[config.mk]
export PLATFORM = sky130hd
export DESIGN_NAME = ssc_status_checksum_readback
export DESIGN_NICKNAME = d
export VERILOG_FILES = /design/src/ssc_pkg.sv /design/src/ssc_crc16_step.sv /design/src/ssc_status_checksum_readback.sv
export VERILOG_INCLUDE_DIRS = /design/src
export SDC_FILE = /design/constraint.sdc
export NUM_CORES = 1
export LEC_CHECK = 0
export BUFFER_PORTS_ARGS = -buffer_cell sky130_fd_sc_hd__buf_2
export CORE_MARGIN = 2
export CORE_UTILIZATION = 39
export CTS_CLUSTER_DIAMETER = 80
export DETAILED_ROUTE_END_ITERATION = 8
export PLACE_DENSITY = 0.73
export SKIP_CTS_REPAIR_TIMING = 1
export SLEW_MARGIN = 20
export SYNTH_ARGS = -nofsm -noshare
export SYNTH_HDL_FRONTEND = slang
export SYNTH_SLANG_ARGS = --single-unit
[constraint.sdc]
create_clock -name sys_clk_in -period 2.19 [get_ports sys_clk_in]
set_input_delay 0.3285 -clock sys_clk_in [delete_from_list [all_inputs] [get_ports sys_clk_in]]
set_output_delay 0.3285 -clock sys_clk_in [all_outputs]
set_load 0.05 [all_outputs]
[src/ssc_defs.svh]
// Operation
// - Checksum register bits 15..0 hold CRC-16-CCITT over settings; resets to all ones.
// - First checksum bit sits in the LSB, sixteenth in the MSB.
// - Status bit 12 is one on converter self-diagnostic failure, else zero.
// - Bits 11 and 10 flag abnormal current sink on inputs three and two.
// - Bits 9 and 8 flag abnormal current source on inputs one and zero.
// - Bits 7..6 give supply window b: 0 below, 1 between, 2 above; 3 unused.
// - Bits 5..4 give supply window a with the same three-state encoding.
// - Bit 3 is one while supply is below the undervoltage threshold.
// - Bit 2 is one while supply is above the overvoltage threshold.
// - Bit 1 is one while junction temperature exceeds the warning threshold.
// - Bit 0 is one while junction temperature exceeds the shutdown threshold.
`ifndef SSC_DEFS_SVH
`define SSC_DEFS_SVH

// ----------------------------------------
// Register map
// ----------------------------------------
`define SSC_OFF_CHECKSUM   6'h03
`define SSC_OFF_MISC       6'h04
`define SSC_ADDR_W         6
`define SSC_DATA_W         24

// ----------------------------------------
// Reset values and fields
// ----------------------------------------
`define SSC_CRC_INIT       16'hFFFF
`define SSC_CRC_POLY       16'h1021
`define SSC_DATA_ZERO      24'h00_0000
`define SSC_CRC_HI         15
`define SSC_BIT_ADC        12
`define SSC_BIT_SINK3      11
`define SSC_BIT_SINK2      10
`define SSC_BIT_SRC1       9
`define SSC_BIT_SRC0       8
`define SSC_WIN_B_HI       7
`define SSC_WIN_B_LO       6
`define SSC_WIN_A_HI       5
`define SSC_WIN_A_LO       4
`define SSC_BIT_UV         3
`define SSC_BIT_OV         2
`define SSC_BIT_TW         1
`define SSC_BIT_TSD        0

`endif

[src/ssc_pkg.sv]
package ssc_pkg;

  // ----------------------------------------
  // Supply window encoding
  // ----------------------------------------
  typedef enum logic [1:0] {
    SSC_WIN_BELOW   = 2'h0,
    SSC_WIN_BETWEEN = 2'h1,
    SSC_WIN_ABOVE   = 2'h2,
    SSC_WIN_UNUSED  = 2'h3
  } ssc_win_t;

  // ----------------------------------------
  // Miscellaneous status layout
  // ----------------------------------------
  typedef struct packed {
    logic [10:0] reserved;
    logic        adc_fault;
    logic        sink_fault_input_three;
    logic        sink_fault_input_two;
    logic        source_fault_input_one;
    logic        source_fault_input_zero;
    ssc_win_t    supply_window_b_state;
    ssc_win_t    supply_window_a_state;
    logic        undervoltage_flag;
    logic        overvoltage_flag;
    logic        thermal_warning_flag;
    logic        thermal_shutdown_flag;
  } ssc_misc_t;

endpackage

[src/ssc_crc16_step.sv]
`timescale 1ns/100ps
`default_nettype none
`include "ssc_defs.svh"

module ssc_crc16_step #(
  parameter int WORD_W = 24
) (
  input  wire logic [15:0]       crc_in,
  input  wire logic [WORD_W-1:0] word_in,
  output logic      [15:0]       crc_out
);

  // ----------------------------------------
  // Bitwise CRC-16-CCITT, word MSB first
  // ----------------------------------------
  always_comb begin
    logic [15:0] c;
    c = crc_in;
    for (int i = WORD_W - 1; i >= 0; i--) begin
      if (c[`SSC_CRC_HI] ^ word_in[i]) begin
        c = {c[14:0], 1'b0} ^ `SSC_CRC_POLY;
      end else begin
        c = {c[14:0], 1'b0};
      end
    end
    crc_out = c;
  end

endmodule
`default_nettype wire

[src/ssc_status_checksum_readback.sv]
`timescale 1ns/100ps
`default_nettype none
`include "ssc_defs.svh"

module ssc_status_checksum_readback #(
  parameter int CFG_W = 24
) (
  input  wire logic                   sys_clk_in,
  input  wire logic                   resetn_in,
  input  wire logic                   cfg_restart_in,
  input  wire logic                   cfg_valid_in,
  input  wire logic [CFG_W-1:0]       cfg_word_in,
  input  wire logic                   rd_en_in,
  input  wire logic [`SSC_ADDR_W-1:0] rd_addr_in,
  input  wire logic                   wr_en_in,
  input  wire logic                   adc_diag_fault_in,
  input  wire logic                   sink_fault_input_three_in,
  input  wire logic                   sink_fault_input_two_in,
  input  wire logic                   source_fault_input_one_in,
  input  wire logic                   source_fault_input_zero_in,
  input  wire logic                   supply_b_lower_threshold_in,
  input  wire logic                   supply_b_upper_threshold_in,
  input  wire logic                   supply_a_lower_threshold_in,
  input  wire logic                   supply_a_upper_threshold_in,
  input  wire logic                   undervoltage_flag_in,
  input  wire logic                   overvoltage_flag_in,
  input  wire logic                   thermal_warning_flag_in,
  input  wire logic                   thermal_shutdown_flag_in,
  output logic      [`SSC_DATA_W-1:0] rd_data_out,
  output logic                        rd_valid_out
);

  // ----------------------------------------
  // State
  // ----------------------------------------
  logic              [15:0]            crc;
  logic              [15:0]            next_crc;
  logic              [15:0]            step_crc;
  ssc_pkg::ssc_misc_t                  misc;
  ssc_pkg::ssc_misc_t                  next_misc;
  logic              [`SSC_DATA_W-1:0] next_rd_data;
  logic                                next_rd_valid;

  // ----------------------------------------
  // Checksum engine
  // ----------------------------------------
  ssc_crc16_step #(
    .WORD_W (CFG_W)
  ) u_step (
    .crc_in  (crc),
    .word_in (cfg_word_in),
    .crc_out (step_crc)
  );

  function automatic ssc_pkg::ssc_win_t win_code(input logic lower, input logic upper);
    if (upper) begin
      return ssc_pkg::SSC_WIN_ABOVE;
    end else if (lower) begin
      return ssc_pkg::SSC_WIN_BETWEEN;
    end
    return ssc_pkg::SSC_WIN_BELOW;
  endfunction

  always_comb begin
    next_crc = crc;
    if (cfg_restart_in) begin
      next_crc = `SSC_CRC_INIT;
    end else if (cfg_valid_in) begin
      next_crc = step_crc;
    end
  end

  // ----------------------------------------
  // Live status capture
  // ----------------------------------------
  always_comb begin
    next_misc                         = '0;
    next_misc.adc_fault               = adc_diag_fault_in;
    next_misc.sink_fault_input_three  = sink_fault_input_three_in;
    next_misc.sink_fault_input_two    = sink_fault_input_two_in;
    next_misc.source_fault_input_one  = source_fault_input_one_in;
    next_misc.source_fault_input_zero = source_fault_input_zero_in;
    next_misc.supply_window_b_state   = win_code(supply_b_lower_threshold_in,
                                                 supply_b_upper_threshold_in);
    next_misc.supply_window_a_state   = win_code(supply_a_lower_threshold_in,
                                                 supply_a_upper_threshold_in);
    next_misc.undervoltage_flag       = undervoltage_flag_in;
    next_misc.overvoltage_flag        = overvoltage_flag_in;
    next_misc.thermal_warning_flag    = thermal_warning_flag_in;
    next_misc.thermal_shutdown_flag   = thermal_shutdown_flag_in;
  end

  // ----------------------------------------
  // Read port, writes ignored
  // ----------------------------------------
  always_comb begin
    next_rd_data  = `SSC_DATA_ZERO;
    next_rd_valid = rd_en_in;
    if (rd_en_in) begin
      case (rd_addr_in)
        `SSC_OFF_CHECKSUM: begin
          next_rd_data = {8'h00, crc};
        end
        `SSC_OFF_MISC: begin
          next_rd_data = misc;
        end
        default: begin
          next_rd_data = `SSC_DATA_ZERO;
        end
      endcase
    end
  end

  always_ff @(posedge sys_clk_in) begin
    if (!resetn_in) begin
      crc          <= `SSC_CRC_INIT;
      misc         <= '0;
      rd_data_out  <= `SSC_DATA_ZERO;
      rd_valid_out <= 1'b0;
    end else begin
      crc          <= next_crc;
      misc         <= next_misc;
      rd_data_out  <= next_rd_data;
      rd_valid_out <= next_rd_valid;
    end
  end
endmodule
`default_nettype wire

==> impl_metrics.toml <==
[finish]
diodes = 0
area_delta_synth_final_pct = 22.1
final_nets = 340
final_util_pct = 48.8
drive_above_1_share_pct = 35.1

[logic_synthesis]
synth_area_leaders = "dfxtp_1 (37%), xnor3_1 (13%), xnor2_1 (11%)"
synth_edf_count = 0
async_reset_ff_share_pct = 0
synthSimpleGateAreaFrac_pct = 9.47
synth_commonest_cells = "dfxtp_1 (46), xnor2_1 (31), nor2_1 (16)"
synthCells = 218
ys_ff_latch = 46
yosysMostFrequentCell = "dfxtp_1"
netlist_area_sq_um = 2520
synthMuxAreaShare_pct = 0
synth_top_area_cell = "dfxtp_1"
synth_compound_area_share_pct = 9.42
synth_ff_type = "dfxtp_1"
synth_top_family_by_area = "XOR/XNOR gates"
ys_warn_count = 0
synth_adder_area_share_pct = 0
syn_avg_cell_area_sq_um = 11.6
netlist.area_leader.share_pct = 36.5
synth_cell_types = 32
synth_xor_area_share_pct = 40.6
seq_area_frac_synth_pct = 36.5

[detailed_routing]
vias = 1739
ant_nets = 0
drc = 0
routedWlPerCell_microns = 14.6
firstDrtPassIters = 4
drt_iter0_drc = 66
wirelength_mm = 5.38
via_per_inst = 4.73

[die]
start_util_pct = 40.0
die_w_microns = 84.4
core_area_sq_um = 6310
die_y_microns = 84.4
die_area_sq_um = 7130
rows = 29
ios = 74

[global_routing]
use_met3_pct = 4.03
grt_first_pass_wirelength_mm = 8.45
met1_usage_pct = 18.4
grt-ovfl-total = 0
grt_pass1_vias = 1744
busiest_layer = "met2"
antenna_found_initial = 0
grt_start_max_net_pins = 27
grt_usage_pct = 15.3
grt_use_met2_pct = 27.0

[timing]
slew_headroom_pct = 54.6
finalWorstSetupSlack_ns = 0.0894
worstMarginPinSlew_ns = 0.676
setup_viol = 0
fin_crit_ns = 2.10
fin_crit_sh_pct = 95.9
max_freq_ghz = 0.476
slew_violations = 0
setup_tns_ns = 0
hold_violations = 0
fin_worst_skew_ns = 0.00968

[power]
p_seq_share_pct = 17.3
p_int_uw = 4160
combinationalPowerShare_pct = 75.2
power_switching_uw = 2240
clockPowerShare_pct = 7.5
power.density_nw_per_um2 = 2080
irDropWorstVdd_uv = 1020
p_leak_uw = 0.00147
p_sw_share_pct = 35.0

[place]
dp_slack_ns = -0.0294
io_buffers = 64
gp_congestion = 0.822
dp_hpwl_mm = 4.24

[clock_network]
clock-root-buffer = "clkbuf_8"
insertion_delay_ns = 0.29
clk_pin_slew_ns = 0.08
cts_tree = "done"
htreeDepth = 2
cts_made_buffers = 5
clkSinkCount = 46
cts_buffer_depth = 2

[critical_path]
crit_path_start = "crc[14]"
endpoint_kind = "flop"
critPathMaxFanout = 5
rrSetupSlack_ns = 0.09
crit_arrival_ns = 2.32
path_class = "reg2reg"
start_kind = "flop"
worstPathRequired_ns = 2.41
r2r_start = "crc[14]"
r2r_end = "crc[7]"
reg2reg_depth = 5
crit_end = "crc[7]"

[outcome]
outcome = "complete, no violations"

[min_path]
hp-class = "in2reg"

[flow_run]
drv_cap = 0
## registers in the layout (all words and copies together), names as in the netlist
name,flops
crc,16
rd_valid_out,1
rd_data_out,16
misc,13
## worst max-delay path, stage by stage (launching register included)
cell     delay [ns]
dfxtp_1        0.48
xnor2_4        0.20
xnor3_2        0.59
xor2_4         0.28
xnor3_1        0.35
o21ai_1        0.11
## cells in the final DEF, fill, tap and decap left out, drive strengths merged
| master | instances |
|---|---|
| nand2 | 11 |
| a22oi | 13 |
| xor2 | 9 |
| xnor3 | 19 |
| o211ai | 7 |
| and3 | 3 |
| a31oi | 1 |
| nand2b | 1 |
| conb | 8 |
| clkinv | 1 |
| clkbuf | 7 |
| dfxtp | 46 |
| nor2b | 3 |
| or3 | 1 |
| xor3 | 4 |
| a211o | 3 |
| and2 | 11 |
| xnor2 | 38 |
| a21oi | 5 |
| o21ai | 5 |
| nor4b | 1 |
| buf | 75 |
| inv | 1 |
| nor3 | 2 |
| nor2 | 16 |
## stage by stage
stage / instances / hold WS (ns) / area (sq um) / total power, uW
2_1_floorplan: 225 / 0.400 / 2550 / 5020
3_3_place_gp: 361 / 0.453 / 2960 / 5730
3_5_place_dp: 361 / 0.458 / 2960 / 5860
4_1_cts: 368 / 0.181 / 3040 / 6350
5_1_grt: 368 / 0.186 / 3080 / 6840
6_report: 368 / 0.193 / 3080 / 6400
## how the worst min path moves through the flow
stage	to	startpoint	cells past startpoint	slack [ns]
6_report	misc[6]	supply_b_upper_threshold_in	2	0.19
5_1_grt	misc[4]	supply_a_upper_threshold_in	2	0.19
4_1_cts	misc[6]	supply_b_upper_threshold_in	2	0.18
3_5_place_dp	rd_data_out[11]	misc[11]	2	0.46
3_3_place_gp	rd_data_out[2]	misc[2]	2	0.45
2_1_floorplan	misc[4]	supply_a_upper_threshold_in	1	0.40
## cells by family (layout without fill, tap and decap cells)
logic type             Yosys count  after routing
XOR/XNOR                        70             70
AND/OR/NAND/NOR                 49             49
buffers and inverters           18             84
flip-flops                      46             46
other                            1              8
AO/OA/AOI/OAI                   34             34
## power groups by stage
stage                     sequential [uW]  clock (uW)  combinational, uW
after CTS                            1100         495               4750
final                                1110         479               4820
after detailed placement             1120           0               4740
after floorplan                      1080           0               3940
after global placement               1120           0               4620
after global routing                 1120         531               5190
## layout make-up
type | instances | area, sq um
Clock buffer | 7 | 76.3
Timing Repair Buffer | 75 | 403
Tap cell | 77 | 96.3
Fill cell | 609 | 3230
Inverter | 2 | 7.51
Sequential cell | 46 | 922
Multi-Input combinational cell | 161 | 1570
## per-layer routing
layer	vias to the layer above	routed length, microns
li1	863	-
met1	817	2210
met2	48	2830
met3	11	268
met4	0	65
met5	-	0
No activity file was read; power rests on OpenSTA's default activity.
